### config.mk
export PLATFORM = sky130hd
export DESIGN_NAME = mcusx_exec_unit
export DESIGN_NICKNAME = d
export VERILOG_FILES = /design/src/mcusx_pkg.sv /design/src/mcusx_exec_if.sv /design/src/mcusx_op_decode.sv /design/src/mcusx_exec_unit.sv
export SDC_FILE = /design/constraint.sdc
export NUM_CORES = 1
export LEC_CHECK = 0
export BUFFER_PORTS_ARGS = -buffer_cell sky130_fd_sc_hd__buf_2
export CAP_MARGIN = 20
export CELL_PAD_IN_SITES_DETAIL_PLACEMENT = 0
export CELL_PAD_IN_SITES_GLOBAL_PLACEMENT = 2
export CORE_UTILIZATION = 28
export CTS_CLUSTER_SIZE = 20
export DETAILED_ROUTE_END_ITERATION = 8
export HOLD_SLACK_MARGIN = 0.15
export PLACE_DENSITY_LB_ADDON = 0.05
export SLEW_MARGIN = 20
export SYNTH_ARGS = -nofsm -noshare
export SYNTH_HDL_FRONTEND = slang
export SYNTH_SLANG_ARGS = --single-unit
### constraint.sdc
create_clock -name clk_sys -period 2.1 [get_ports clk_sys]
set_input_delay 0.21 -clock clk_sys [delete_from_list [all_inputs] [get_ports clk_sys]]
set_output_delay 0.21 -clock clk_sys [all_outputs]
set_load 0.05 [all_outputs]
### src/mcusx_pkg.sv
// Purpose: shared types and constants of the skip, table and xor unit
// Assumes: 8-bit data path, 15-bit program word address
// Notes: operation codes are local to this unit
package mcusx_pkg;

    // ------------------------------------------------------------
    // Widths
    // ------------------------------------------------------------
    localparam int DATA_W = 8;
    localparam int ROM_AW = 15;
    localparam int ROM_DW = 16;
    localparam int PAGE_W = 7;

    // ------------------------------------------------------------
    // Fixed values
    // ------------------------------------------------------------
    localparam logic [PAGE_W-1:0] LAST_PAGE = 7'h7f;
    localparam logic [DATA_W-1:0] ACC_RESET = 8'h00;
    localparam logic ZERO_RESET = 1'b0;
    localparam logic [DATA_W-1:0] TBLHI_RESET = 8'h00;
    localparam logic [DATA_W-1:0] ZERO_BYTE = 8'h00;

    // ------------------------------------------------------------
    // Cycle counts
    // ------------------------------------------------------------
    localparam int SKIP_CYCLES = 2;
    localparam int PLAIN_CYCLES = 1;
    localparam int TABLE_CYCLES = 2;

    // ------------------------------------------------------------
    // Operations
    // ------------------------------------------------------------
    typedef enum logic [3:0] {
        OP_NONE = 4'h0,
        OP_NIBBLE_EXCHANGE_TO_ACCUMULATOR = 4'h1,
        OP_SKIP_ON_ZERO_TEST = 4'h2,
        OP_COPY_AND_SKIP_ON_ZERO = 4'h3,
        OP_SKIP_ON_BIT_ZERO = 4'h4,
        OP_TABLE_READ_CURRENT_PAGE = 4'h5,
        OP_TABLE_READ_FINAL_PAGE = 4'h6,
        OP_XOR_ACC_WITH_MEMORY = 4'h7,
        OP_EXCLUSIVE_OR_INTO_MEMORY = 4'h8,
        OP_XOR_ACC_WITH_IMMEDIATE = 4'h9
    } mcusx_op_e;

    typedef enum logic [1:0] {
        ST_EXEC = 2'b00,
        ST_DUMMY = 2'b01,
        ST_TABLE = 2'b10
    } mcusx_state_e;

endpackage

### src/mcusx_exec_if.sv
// Purpose: carries operands to and results from the operation decoder
// Assumes: one clock domain, purely combinational results
// Notes: none
`timescale 1ns/100ps
interface mcusx_exec_if;
    import mcusx_pkg::*;

    mcusx_op_e op;
    logic [DATA_W-1:0] acc;
    logic [DATA_W-1:0] mem_rd;
    logic [2:0] bit_sel;
    logic [DATA_W-1:0] imm;

    logic acc_we;
    logic [DATA_W-1:0] acc_val;
    logic mem_we;
    logic [DATA_W-1:0] mem_val;
    logic zero_we;
    logic zero_val;
    logic skip;
    logic table_rd;
    logic final_page;

    modport ctrl (
        output op, acc, mem_rd, bit_sel, imm,
        input acc_we, acc_val, mem_we, mem_val, zero_we, zero_val,
        input skip, table_rd, final_page
    );
    modport dec (
        input op, acc, mem_rd, bit_sel, imm,
        output acc_we, acc_val, mem_we, mem_val, zero_we, zero_val,
        output skip, table_rd, final_page
    );
endinterface

### src/mcusx_op_decode.sv
// Purpose: decodes one operation into its result and side effects
// Assumes: operand byte is valid in the same cycle as the operation
// Notes: purely combinational
`timescale 1ns/100ps
module mcusx_op_decode
    import mcusx_pkg::*;
(
    // Operation in, results out
    mcusx_exec_if.dec x
);

    // ------------------------------------------------------------
    // Helpers
    // ------------------------------------------------------------
    function automatic logic is_zero(input logic [DATA_W-1:0] v);
        return (v == ZERO_BYTE);
    endfunction

    logic [DATA_W-1:0] xor_mem;
    logic [DATA_W-1:0] xor_imm;

    assign xor_mem = x.acc ^ x.mem_rd;
    assign xor_imm = x.acc ^ x.imm;

    // ------------------------------------------------------------
    // Decode
    // ------------------------------------------------------------
    always_comb begin
        x.acc_we = 1'b0;
        x.acc_val = x.acc;
        x.mem_we = 1'b0;
        x.mem_val = x.mem_rd;
        x.zero_we = 1'b0;
        x.zero_val = 1'b0;
        x.skip = 1'b0;
        x.table_rd = 1'b0;
        x.final_page = 1'b0;
        unique case (x.op)
            OP_NIBBLE_EXCHANGE_TO_ACCUMULATOR: begin
                x.acc_we = 1'b1;
                x.acc_val = {x.mem_rd[3:0], x.mem_rd[7:4]};
            end
            OP_SKIP_ON_ZERO_TEST: begin
                x.skip = is_zero(x.mem_rd);
            end
            OP_COPY_AND_SKIP_ON_ZERO: begin
                x.acc_we = 1'b1;
                x.acc_val = x.mem_rd;
                x.skip = is_zero(x.mem_rd);
            end
            OP_SKIP_ON_BIT_ZERO: begin
                x.skip = ~x.mem_rd[x.bit_sel];
            end
            OP_TABLE_READ_CURRENT_PAGE: begin
                x.table_rd = 1'b1;
            end
            OP_TABLE_READ_FINAL_PAGE: begin
                x.table_rd = 1'b1;
                x.final_page = 1'b1;
            end
            OP_XOR_ACC_WITH_MEMORY: begin
                x.acc_we = 1'b1;
                x.acc_val = xor_mem;
                x.zero_we = 1'b1;
                x.zero_val = is_zero(xor_mem);
            end
            OP_EXCLUSIVE_OR_INTO_MEMORY: begin
                x.mem_we = 1'b1;
                x.mem_val = xor_mem;
                x.zero_we = 1'b1;
                x.zero_val = is_zero(xor_mem);
            end
            OP_XOR_ACC_WITH_IMMEDIATE: begin
                x.acc_we = 1'b1;
                x.acc_val = xor_imm;
                x.zero_we = 1'b1;
                x.zero_val = is_zero(xor_imm);
            end
            default: begin
            end
        endcase
    end

endmodule // mcusx_op_decode

### src/mcusx_exec_unit.sv
// Purpose: executes skip, table read, nibble exchange and xor operations
// Assumes: core presents operand byte with the operation, same clock
// Notes: ROM data is sampled one cycle after the ROM request
//
// Contract
// - Nibble exchange writes memory byte halves swapped into accumulator only.
// - On skip, drop the prefetched word and insert one dummy cycle.
// - Byte zero test skips when byte is zero, no flag change.
// - Copy byte to accumulator, skip if zero, flags untouched.
// - Selected bit zero skips next instruction, flags untouched.
// - Current page table read: low byte to memory, high to latch.
// - Final page table read: low byte to memory, high to latch.
// - Accumulator gets accumulator xor memory byte, only zero flag.
// - Memory byte gets accumulator xor memory, accumulator kept.
// - Accumulator gets accumulator xor immediate, only zero flag.
`timescale 1ns/100ps
module mcusx_exec_unit
    import mcusx_pkg::*;
(
    // Clock and reset
    input wire logic clk_sys,
    input wire logic rst,
    // Operation issue
    input wire logic instr_valid,
    input wire logic [3:0] instr_op,
    input wire logic [DATA_W-1:0] instr_addr,
    input wire logic [2:0] instr_bit,
    input wire logic [DATA_W-1:0] instr_imm,
    input wire logic [DATA_W-1:0] mem_rdata,
    output logic instr_ready,
    // Fetch control
    output logic prefetch_discard,
    output logic dummy_cycle,
    output logic op_done,
    // Core context
    input wire logic [ROM_AW-1:0] pc_now,
    input wire logic [DATA_W-1:0] rom_table_pointer,
    // Program memory read
    output logic rom_req,
    output logic [ROM_AW-1:0] rom_addr,
    input wire logic [ROM_DW-1:0] rom_rdata,
    // Data memory write
    output logic mem_we,
    output logic [DATA_W-1:0] mem_waddr,
    output logic [DATA_W-1:0] mem_wdata,
    // Architectural state
    output logic [DATA_W-1:0] working_accumulator,
    output logic zero_flag,
    output logic [DATA_W-1:0] table_high_byte_latch
);

    // ------------------------------------------------------------
    // Decoder
    // ------------------------------------------------------------
    mcusx_exec_if x ();

    mcusx_state_e state;
    mcusx_state_e next_state;
    logic take;
    logic [DATA_W-1:0] table_dest;

    // Unused codes act as no operation
    function automatic logic is_known_op(input logic [3:0] code);
        return (code >= OP_NIBBLE_EXCHANGE_TO_ACCUMULATOR)
            && (code <= OP_XOR_ACC_WITH_IMMEDIATE);
    endfunction

    assign take = instr_valid && (state == ST_EXEC);
    assign x.op = (take && is_known_op(instr_op)) ? mcusx_op_e'(instr_op)
        : OP_NONE;
    assign x.acc = working_accumulator;
    assign x.mem_rd = mem_rdata;
    assign x.bit_sel = instr_bit;
    assign x.imm = instr_imm;

    mcusx_op_decode u_dec (
        .x (x.dec)
    );

    // ------------------------------------------------------------
    // Sequencer
    // ------------------------------------------------------------
    always_comb begin
        next_state = state;
        unique case (state)
            ST_EXEC: begin
                if (x.skip) begin
                    next_state = ST_DUMMY;
                end else if (x.table_rd) begin
                    next_state = ST_TABLE;
                end
            end
            ST_DUMMY: begin
                next_state = ST_EXEC;
            end
            ST_TABLE: begin
                next_state = ST_EXEC;
            end
            default: begin
                next_state = ST_EXEC;
            end
        endcase
    end

    always_ff @(posedge clk_sys or posedge rst) begin
        if (rst) begin
            state <= ST_EXEC;
        end else begin
            state <= next_state;
        end
    end

    always_ff @(posedge clk_sys or posedge rst) begin
        if (rst) begin
            instr_ready <= 1'b1;
        end else begin
            instr_ready <= (next_state == ST_EXEC);
        end
    end

    always_ff @(posedge clk_sys or posedge rst) begin
        if (rst) begin
            prefetch_discard <= 1'b0;
        end else begin
            prefetch_discard <= take && x.skip;
        end
    end

    always_ff @(posedge clk_sys or posedge rst) begin
        if (rst) begin
            dummy_cycle <= 1'b0;
        end else begin
            dummy_cycle <= (next_state == ST_DUMMY);
        end
    end

    always_ff @(posedge clk_sys or posedge rst) begin
        if (rst) begin
            op_done <= 1'b0;
        end else begin
            op_done <= (take && !x.table_rd && x.op != OP_NONE)
                || (state == ST_TABLE);
        end
    end

    // ------------------------------------------------------------
    // Program memory request
    // ------------------------------------------------------------
    always_ff @(posedge clk_sys or posedge rst) begin
        if (rst) begin
            rom_req <= 1'b0;
            rom_addr <= '0;
            table_dest <= '0;
        end else begin
            rom_req <= take && x.table_rd;
            if (take && x.table_rd) begin
                table_dest <= instr_addr;
                if (x.final_page) begin
                    rom_addr <= {LAST_PAGE, rom_table_pointer};
                end else begin
                    rom_addr <= {pc_now[ROM_AW-1:DATA_W], rom_table_pointer};
                end
            end
        end
    end

    // ------------------------------------------------------------
    // Data memory write
    // ------------------------------------------------------------
    always_ff @(posedge clk_sys or posedge rst) begin
        if (rst) begin
            mem_we <= 1'b0;
            mem_waddr <= '0;
            mem_wdata <= '0;
        end else begin
            mem_we <= 1'b0;
            if (state == ST_TABLE) begin
                mem_we <= 1'b1;
                mem_waddr <= table_dest;
                mem_wdata <= rom_rdata[DATA_W-1:0];
            end else if (x.mem_we) begin
                mem_we <= 1'b1;
                mem_waddr <= instr_addr;
                mem_wdata <= x.mem_val;
            end
        end
    end

    // ------------------------------------------------------------
    // Accumulator, zero flag, table latch
    // ------------------------------------------------------------
    always_ff @(posedge clk_sys or posedge rst) begin
        if (rst) begin
            working_accumulator <= ACC_RESET;
        end else if (x.acc_we) begin
            working_accumulator <= x.acc_val;
        end
    end

    always_ff @(posedge clk_sys or posedge rst) begin
        if (rst) begin
            zero_flag <= ZERO_RESET;
        end else if (x.zero_we) begin
            zero_flag <= x.zero_val;
        end
    end

    always_ff @(posedge clk_sys or posedge rst) begin
        if (rst) begin
            table_high_byte_latch <= TBLHI_RESET;
        end else if (state == ST_TABLE) begin
            table_high_byte_latch <= rom_rdata[ROM_DW-1:DATA_W];
        end
    end

endmodule // mcusx_exec_unit

==> results of run 1 <==
layer usage:
layer / up-vias / track usage (%) / wire length, um / share of wire (%)
li1: 1501 / - / - / -
met1: 1419 / 22.64 / 4730 / 49
met2: 81 / 26.75 / 4412 / 45
met3: 9 / 4.775 / 497 / 5.1
met4: 0 / 4.800 / 99 / 1.0
met5: - / 0 / 0 / 0
state kept, by name, indices dropped and copies added (netlist names):
register,cells
table_dest,8
mem_we,1
dummy_cycle,1
table_high_byte_latch,8
rom_addr,15
instr_ready,1
state,2
prefetch_discard,1
op_done,1
rom_req,1
zero_flag,1
mem_waddr,8
mem_wdata,8
working_accumulator,8
final timing paths:
kind | cells after the start | end | slack (ps) | start
hold / removal | 3 | working_accumulator[3]$_DFFE_PP0P_ | 230 | mem_rdata[7]
setup reg to reg | 5 | mem_waddr[5]$_DFFE_PP0P_ | 210 | state[0]$_DFF_PP0_
max in group asynchronous | 4 | instr_ready$_DFF_PP1_ | 1270 | rst
min in group asynchronous | 4 | table_dest[3]$_DFFE_PP0P_ | 520 | rst
hold reg to reg | 2 | rom_addr[6]$_DFFE_PP0P_ | 470 | rom_addr[6]$_DFFE_PP0P_
setup / recovery | 5 | mem_waddr[5]$_DFFE_PP0P_ | 210 | state[0]$_DFF_PP0_
logic make-up after synthesis:
family	Yosys count
buffers and inverters	30
flip-flops	64
AND/OR/NAND/NOR	137
XOR/XNOR	17
AO/OA/AOI/OAI	64
multiplexers	29
power breakdown:
| part | switching [mW] | total, mW | internal, mW |
|---|---|---|---|
| logic | 1.38 | 1.93 | 0.555 |
| clock network | 0.551 | 1.53 | 0.978 |
| registers | 0.157 | 1.67 | 1.52 |
| total | 2.09 | 5.13 | 3.05 |
critical path, cell delays in order (launching register included):
cell     delay [ps]
dfrtp_1         410
or3b_1          470
or3_1           430
buf_12          190
mux2i_1         140
o21ai_0          90
per-stage QoR:
| step | cell area [um2] | total power, mW | worst slack [ps] |
|---|---|---|---|
| floorplan | 3293 | 3.060 | 20.70 |
| global placement | 4060 | 3.577 | 258.7 |
| detailed placement | 4060 | 3.582 | 251.2 |
| finish | 4767 | 5.135 | 213.4 |
| CTS | 4767 | 5.204 | 231.6 |
| global route | 4767 | 5.408 | 129.7 |
repair_timing:
| item | 4_1_cts | 5_1_grt |
|---|---|---|
| endpoints found under the setup margin | 0 | 0 |
| resized for setup | 0 | 0 |
| hold buffers | 40 | 0 |
| endpoints found under the hold margin | 102 | 0 |
layout make-up:
class                   instances  area, um2
flip-flops and latches         64       1603
fillers                      1166       6651
repair buffers                173       1129
inverters                       4      15.01
multi-input cells             247       1535
clock buffers                  11      252.7
clock inverters                 4      53.80
well taps                     143      178.9
cell usage in the layout (no fill, tap or decap), types with 2 or more instances in the layout:
| cell type | Yosys | layout |
|---|---|---|
| nand2b_1 | 3 | 3 |
| nand3_1 | 3 | 3 |
| nor3_1 | 7 | 7 |
| mux2_2 | 8 | 8 |
| a31oi_1 | 6 | 6 |
| inv_1 | 3 | 2 |
| or4_1 | 4 | 4 |
| xor2_1 | 15 | 15 |
| dfrtp_1 | 63 | 63 |
| mux2i_1 | 20 | 20 |
| o22a_1 | 7 | 7 |
| a21oi_1 | 5 | 5 |
| o21a_1 | 3 | 3 |
| or3_1 | 3 | 3 |
| and3b_1 | 2 | 2 |
| buf_4 | 0 | 13 |
| inv_2 | 1 | 2 |
| nor2b_1 | 7 | 6 |
| a21boi_0 | 3 | 3 |
| clkbuf_8 | 0 | 2 |
| clkinvlp_4 | 0 | 2 |
| and3_1 | 4 | 4 |
| dlygate4sd3_1 | 0 | 40 |
| and2b_1 | 3 | 3 |
| or2_2 | 3 | 3 |
| clkbuf_16 | 0 | 9 |
| nand2_1 | 81 | 81 |
| xnor2_1 | 2 | 2 |
| o21ai_1 | 9 | 9 |
| o22ai_1 | 11 | 11 |
| or3b_1 | 2 | 2 |
| o31ai_1 | 5 | 5 |
| o21ai_0 | 10 | 10 |
| buf_12 | 1 | 2 |
| o221ai_1 | 3 | 3 |
| buf_2 | 5 | 118 |
| nor2_1 | 7 | 7 |
==> flow_summary.yaml, run 1 <==
logic_synthesis:
  synth_ff_type: "dfrtp_1"
  synth_top_area_share_pct: 47.87
  muxShareOfSynthArea_pct: 9.498
  netlist_area_um2: 3293
  synth_fa_ha_area_share_pct: 0
  yosys.area.top_type: "dfrtp_1"
  synth_seq_cells: 64
  synthXorXnorAreaFrac_pct: 4.521
  synth_commonest_cells: "nand2_1 (81), dfrtp_1 (63), mux2i_1 (20)"
  synth_most_common_cell: "nand2_1"
  synthDistinctLibCells: 47
  synth_edf_count: 0
  synth_area_leaders: "dfrtp_1 (48%), nand2_1 (9.2%), mux2i_1 (6.1%)"
  synth_cells: 341
  async_flop_share_pct: 100.0
  syn_nets: 414
  synth.avg_cell_area_um2: 9.657
  ys_seq_area_share_pct: 48.67
  yosys_warnings: 0
  synth_compound_area_share_pct: 12.54
  synth_simple_gate_area_share_pct: 19.98
  synth_top_family_by_area: "simple AND/OR/NAND/NOR gates"
min_path:
  hold_path.class: "primary input to flip-flop"
floorplan:
  num_rows: 39
  die_area_um2: 12200
  io_pins: 127
  fp.dieH_um: 110.5
  core_region_area_um2: 11420
  dieWidth_um: 110.5
  initial_core_util_pct: 28.84
grt:
  grt_pass1_wl_um: 16260
  grt_max_degree: 65
  grt_pass1_vias: 3126
  grt.total_usage_pct: 16.96
  antenna_found_initial: 0
  grt.overflow.total: 0
route:
  viasPerCell: 4.659
  wl_per_cell_um: 15.08
  route.detailed.drc: 0
  drt_wl_total_um: 9741
  dr.pass1.iters: 4
  vias: 3010
  drt_iter0_drc: 165
  ant_nets: 0
cts:
  worstSkewPairLatency_ps: 330
  htreeDepth: 3
  cts_setup_buffers: 0
  cts_num_sinks: 64
  cts.path.max_buffers: 2
  cts_root_buffer: "clkbuf_16"
  path_clk_slew_ps: 60
  cts_buffers: 9
  cts_tree: "done"
sta:
  hold_ws_ps: 234.3
  hold_violations: 0
  skew_ps: 6.547
  maxClockFrequency_ghz: 0.5301
  maxSlewViolCount: 0
  grt_setup_unrepaired: "no"
  setup_viol: 0
  relSlewSlack_pct: 63.36
  min_period_over_period_pct: 89.84
  tightest_slew_ps: 549.6
  fin_crit_ps: 1887
  fin_setup_tns_ps: 0
critical_path:
  crit_fanout: 17
  cp.arrival_ps: 2070
  critPathRequiredTime_ps: 2290
  cp-start-kind: "flip-flop"
  critPathKind: "flip-flop to flip-flop"
  endpoint_kind: "flip-flop"
power_and_ir_drop:
  peakVddDrop_v: 0.0006823
  p_per_area_nw_per_um2: 1077
  p_leak_nw: 2.417
finish:
  areaGrowthSynthToFinish_pct: 44.76
  finish.utilization_pct: 41.75
  nets: 572
  fin_cells: 646
  n_antenna_cell: 0
  drive_above_1_share_pct: 32.60
placement:
  port_buffers: 118
  gp_congestion: 0.7293
  hpwl_um: 6629
  dp.cells: 591
run:
  maxCapViolCount: 0
run_status:
  status: "finished, final reports clean"
No activity file was read; power rests on OpenSTA's default activity.
==> inputs of run 2 (changes only) <==
--- a/config.mk
+++ b/config.mk
@@ -9,6 +9,7 @@
 export CAP_MARGIN = 20
 export CELL_PAD_IN_SITES_DETAIL_PLACEMENT = 0
 export CELL_PAD_IN_SITES_GLOBAL_PLACEMENT = 2
+export CORE_ASPECT_RATIO = 1.5
 export CORE_UTILIZATION = 28
 export CTS_CLUSTER_SIZE = 20
 export DETAILED_ROUTE_END_ITERATION = 8
==> run 2 against run 1 <==
  * Worst hold slack improved by 7.5 ps
  * Sequential power about the same
  * Via count increased by 1.8%
  * Critical path depth unchanged
  * Clock skew decreased by 2.6 ps
  * Clock power increased by 16%
  * Non-clock buffer count increased by 2
  * Register-to-register slack improved by 40 ps
  * Count of clock-buffer cells in the layout decreased by 1
  * Design area increased by 1.9%
  * Setup slack improved by 37 ps
  * Critical path type unchanged
  * Largest power group unchanged
==> flow_summary.yaml, run 2 (synthesis results as in run 1) <==
floorplan:
  core_region_area_um2: 11470
  fp.dieH_um: 134.8
  io_pins: 127
  num_rows: 48
  initial_core_util_pct: 28.71
  dieWidth_um: 90.55
  die_area_um2: 12210
cts:
  cts_buffers: 9
  cts_num_sinks: 64
  cts_setup_buffers: 0
  cts.path.max_buffers: 2
  worstSkewPairLatency_ps: 330
  htreeDepth: 3
  cts_resized: 0
  cts_tree: "done"
  cts_root_buffer: "clkbuf_16"
  path_clk_slew_ps: 60
  cts_hold_buffers: 40
grt:
  grt.overflow.total: 0
  antenna_found_initial: 0
  grt_pass1_vias: 3090
  grt.total_usage_pct: 17.48
  grt_pass1_wl_um: 16320
  grt_max_degree: 44
route:
  drt_iter0_drc: 91
  wl_per_cell_um: 15.53
  dr.pass1.iters: 4
  drt_wl_total_um: 10190
  ant_nets: 0
  route.detailed.drc: 0
  vias: 3063
  viasPerCell: 4.669
min_path:
  hold_path.class: "primary input to flip-flop"
sta:
  maxSlewViolCount: 0
  min_period_over_period_pct: 88.05
  tightest_slew_ps: 572.4
  setup_viol: 0
  maxClockFrequency_ghz: 0.5408
  fin_crit_ps: 1849
  skew_ps: 3.944
  grt_setup_unrepaired: "no"
  hold_violations: 0
  fin_setup_tns_ps: 0
  relSlewSlack_pct: 61.84
placement:
  place_area_um2: 4101
  gp_congestion: 0.7702
  port_buffers: 118
  hpwl_um: 7298
critical_path:
  reg2reg_slack_ps: 250
  rr_startpoint: "state[0]$_DFF_PP0_"
  critPathRequiredTime_ps: 2310
  crit_path_start: "state[0]$_DFF_PP0_"
  worstRegToRegCells: 5
  endpoint_kind: "flip-flop"
  cp.arrival_ps: 2050
  critPathKind: "flip-flop to flip-flop"
  crit_fanout: 17
  r2r-end: "mem_wdata[6]$_DFFE_PP0P_"
  crit_path_end: "mem_wdata[6]$_DFFE_PP0P_"
  cp-start-kind: "flip-flop"
finish:
  mostFrequentLayoutCells: "buf_2 (118), nand2_1 (81), dfrtp_1 (63)"
  nets: 574
  areaGrowthSynthToFinish_pct: 47.45
  final_common_cell: "buf_2"
  finish.instance_area_um2: 4856
  top_register: "rom_addr"
  largest_reg_flops: 15
  drive_above_1_share_pct: 33.00
  n_antenna_cell: 0
  nFillCells: 1220
  finish.utilization_pct: 42.33
power_and_ir_drop:
  p_total_mw: 5.389
  peakVddDrop_v: 0.0004617
  p_leak_nw: 2.456
  p_per_area_nw_per_um2: 1110
run_status:
  status: "finished, final reports clean"
run:
  maxCapViolCount: 0
==> run 2: where the power goes <==
part           total (mW)  switching, mW  internal [mW]
Sequential           1.68          0.164           1.52
Clock                1.77          0.573           1.20
Combinational        1.94           1.38          0.559
Total                5.39           2.12           3.27
==> run 2: final cells by class <==
| class | instances | area (um2) | share of cell area [%] |
|---|---|---|---|
| clock inverter | 6 | 115.1 | 2.371 |
| multi-input combinational | 247 | 1540 | 31.72 |
| tap | 150 | 187.7 | 3.865 |
| timing repair buffer | 175 | 1156 | 23.81 |
| inverter | 4 | 15.01 | 0.3092 |
| sequential | 64 | 1603 | 33.01 |
| clock buffer | 10 | 239.0 | 4.921 |
==> run 2: worst min-delay path by stage <==
stage                         startpoint                                  to  slack, ps  cells past startpoint
floorplan           rom_table_pointer[0]             rom_addr[0]$_DFFE_PP0P_        320                      2
global placement                     rst             rom_addr[8]$_DFFE_PP0P_        270                      2
detailed placement                   rst                   rom_req$_DFF_PP0_        280                      2
CTS                         mem_rdata[3]  working_accumulator[7]$_DFFE_PP0P_        230                      3
global route                mem_rdata[1]  working_accumulator[5]$_DFFE_PP0P_        270                      3
finish                      mem_rdata[3]  working_accumulator[7]$_DFFE_PP0P_        240                      3
==> run 2: worst max-delay path: stages, from the launching register on <==
cell     delay, ps
dfrtp_1        420
or3b_1         450
or3_1          420
buf_12         190
mux2i_1        180
o21ai_1         80
==> run 2: stage by stage <==
step / setup slack [ps] / hold slack (ps) / std cells
after detailed placement: 226.1 / 275.8 / 600
after floorplan: 20.70 / 315.4 / 341
after CTS: 224.0 / 234.8 / 656
after global routing: 119.6 / 265.4 / 656
after global placement: 263.9 / 270.1 / 600
final: 250.9 / 241.9 / 656
==> run 2: routing by layer <==
layer  track usage, %  share of wire, %  vias up
met5                0                 0        -
met4            6.720               1.2        0
met3            3.266               4.4       10
met2            31.52                54       86
met1            20.36                40     1464
li1                 -                 -     1503
==> inputs of run 3 (changes only) <==
--- a/config.mk
+++ b/config.mk
@@ -9,7 +9,7 @@
 export CAP_MARGIN = 20
 export CELL_PAD_IN_SITES_DETAIL_PLACEMENT = 0
 export CELL_PAD_IN_SITES_GLOBAL_PLACEMENT = 2
-export CORE_ASPECT_RATIO = 1.5
+export CORE_ASPECT_RATIO = 0.7
 export CORE_UTILIZATION = 28
 export CTS_CLUSTER_SIZE = 20
 export DETAILED_ROUTE_END_ITERATION = 8
==> run 3 against run 2 <==
  * Fmax shrank 1.2%
  * Core utilization grew 0.75 points
  * Routed wire length shrank 0.50%
  * Via count shrank 1.8%
  * Setup slack lost 22 ps
  * Sequential share of layout area grew 0.18 points
  * Clock power shrank 9.6%
  * Critical path type unchanged
==> flow_summary.yaml, run 3 (synthesis results as in run 1) <==
sta:
  skew_ps: 4.474
  grt_setup_unrepaired: "no"
  maxClockFrequency_ghz: 0.5346
  tightest_slew_ps: 556.0
  fin_crit_ps: 1871
  min_period_over_period_pct: 89.08
  maxSlewViolCount: 0
  setup_viol: 0
  relSlewSlack_pct: 62.94
  fin_setup_tns_ps: 0
  hold_violations: 0
  setup_slack_ps: 229.4
route:
  vias: 3009
  top_layer: "met4"
  dr.pass1.iters: 4
  drt_iter0_drc: 92
  drt_wl_total_um: 10140
  wl_met3_um: 603
  wl_met2_um: 4200
  wl_met1_um: 5229
  ant_nets: 0
  wl_per_cell_um: 15.41
  viasPerCell: 4.573
  route.detailed.drc: 0
power_and_ir_drop:
  p_leak_nw: 2.438
  p_per_area_nw_per_um2: 1082
  peakVddDrop_v: 0.0005052
  p_total_mw: 5.228
critical_path:
  rr_startpoint: "state[0]$_DFF_PP0_"
  cp.arrival_ps: 2070
  critPathKind: "flip-flop to flip-flop"
  cp_slowest_cell: "or3b_1"
  crit_chain: "or3b_1, or3_1, buf_12, mux2i_1, o21ai_0"
  worstRegToRegCells: 5
  cp_slowest_stage_delay_ps: 460
  reg2reg_slack_ps: 230
  critPathRequiredTime_ps: 2290
  endpoint_kind: "flip-flop"
  cp-start-kind: "flip-flop"
  crit_family: "simple AND/OR/NAND/NOR gates"
  r2r-end: "mem_waddr[6]$_DFFE_PP0P_"
  crit_fanout: 17
  crit_buf_inv: 1
placement:
  port_buffers: 118
  post-place-ws_ps: 234.5
  hpwl_um: 7150
  gp_congestion: 0.7746
finish:
  final_common_cell: "buf_2"
  finish.utilization_pct: 43.08
  mostFrequentLayoutCells: "buf_2 (118), nand2_1 (81), dfrtp_1 (63)"
  top_register: "rom_addr"
  areaGrowthSynthToFinish_pct: 46.66
  drive_above_1_share_pct: 32.87
  n_antenna_cell: 0
  largest_reg_flops: 15
  nets: 573
min_path:
  hold_path.class: "primary input to flip-flop"
  holdPathEnd: "working_accumulator[3]$_DFFE_PP0P_"
  hold_depth: 3
  holdCritStartpoint: "mem_rdata[7]"
cts:
  worstSkewPairLatency_ps: 320
  htreeDepth: 3
  path_clk_slew_ps: 60
  cts.path.max_buffers: 2
  cts_buffers: 9
  cts_resized: 0
  cts_tree: "done"
  cts_root_buffer: "clkbuf_16"
  cts_num_sinks: 64
grt:
  grt_pass1_vias: 3009
  grt.overflow.total: 0
  grt_max_degree: 30
  antenna_found_initial: 0
  grt_pass1_wl_um: 16360
  grt.total_usage_pct: 17.48
run_status:
  status: "finished, final reports clean"
floorplan:
  dieWidth_um: 131.6
  initial_core_util_pct: 29.37
  die_area_um2: 12210
  num_rows: 32
  core_region_area_um2: 11210
  io_pins: 127
  fp.dieH_um: 92.74
run:
  maxCapViolCount: 0
run 3: changes by cell type in the layout (fill, tap and decap cells not counted), sizes merged:
cell	change
clkinv	+1
clkbuf	-1
bufinv	-1
buf	-1
clkinvlp	+1
run 3: worst max-delay path by stage:
stage,from,endpoint,slack [ps],cells after the start
global route,state[0]$_DFF_PP0_,state[0]$_DFF_PP0_,100,4
finish,state[0]$_DFF_PP0_,mem_waddr[6]$_DFFE_PP0P_,230,5
CTS,state[0]$_DFF_PP0_,mem_waddr[6]$_DFFE_PP0P_,220,5
detailed placement,state[0]$_DFF_PP0_,mem_waddr[6]$_DFFE_PP0P_,230,5
floorplan,working_accumulator[6]$_DFFE_PP0P_,zero_flag$_DFFE_PP0P_,20,5
global placement,state[0]$_DFF_PP0_,mem_waddr[1]$_DFFE_PP0P_,260,5
run 3: worst register-to-register path, cell delays in order, from the launching register on:
cell	delay [ps]
dfrtp_1	420
or3b_1	460
or3_1	430
buf_12	190
mux2i_1	160
o21ai_0	90
run 3: repair_timing:
| item | 4_1_cts | 5_1_grt |
|---|---|---|
| buffers inserted | 0 | 0 |
| endpoints found under the setup margin | 0 | 0 |
| hold buffers | 40 | 0 |
| hold endpoints to repair | 61 | 0 |
run 3: cell type report:
type                            instances  area, um2
Clock buffer                            9      225.2
Multi-Input combinational cell        247       1540
Tap cell                              153      191.4
Fill cell                            1122       6381
Clock inverter                          7      93.84
Timing Repair Buffer                  174       1161
Sequential cell                        64       1603
Inverter                                4      15.01
run 3: routing by layer:
layer	global-route usage (%)	vias up
met5	0	-
met4	4.748	0
met3	4.598	10
met2	25.44	100
met1	25.26	1395
li1	-	1504
run 3: per-stage QoR:
stage / area, um2 / hold slack (ps) / instances
2_1_floorplan: 3293 / 315.4 / 341
4_1_cts: 4830 / 239.0 / 658
3_5_place_dp: 4110 / 284.0 / 602
6_report: 4830 / 253.6 / 658
3_3_place_gp: 4110 / 276.1 / 602
5_1_grt: 4830 / 267.5 / 658
run 3: power breakdown:
part	internal [mW]	total, mW	switching, mW
sequential	1.52	1.67	0.159
clock	1.04	1.60	0.563
combinational	0.561	1.95	1.39
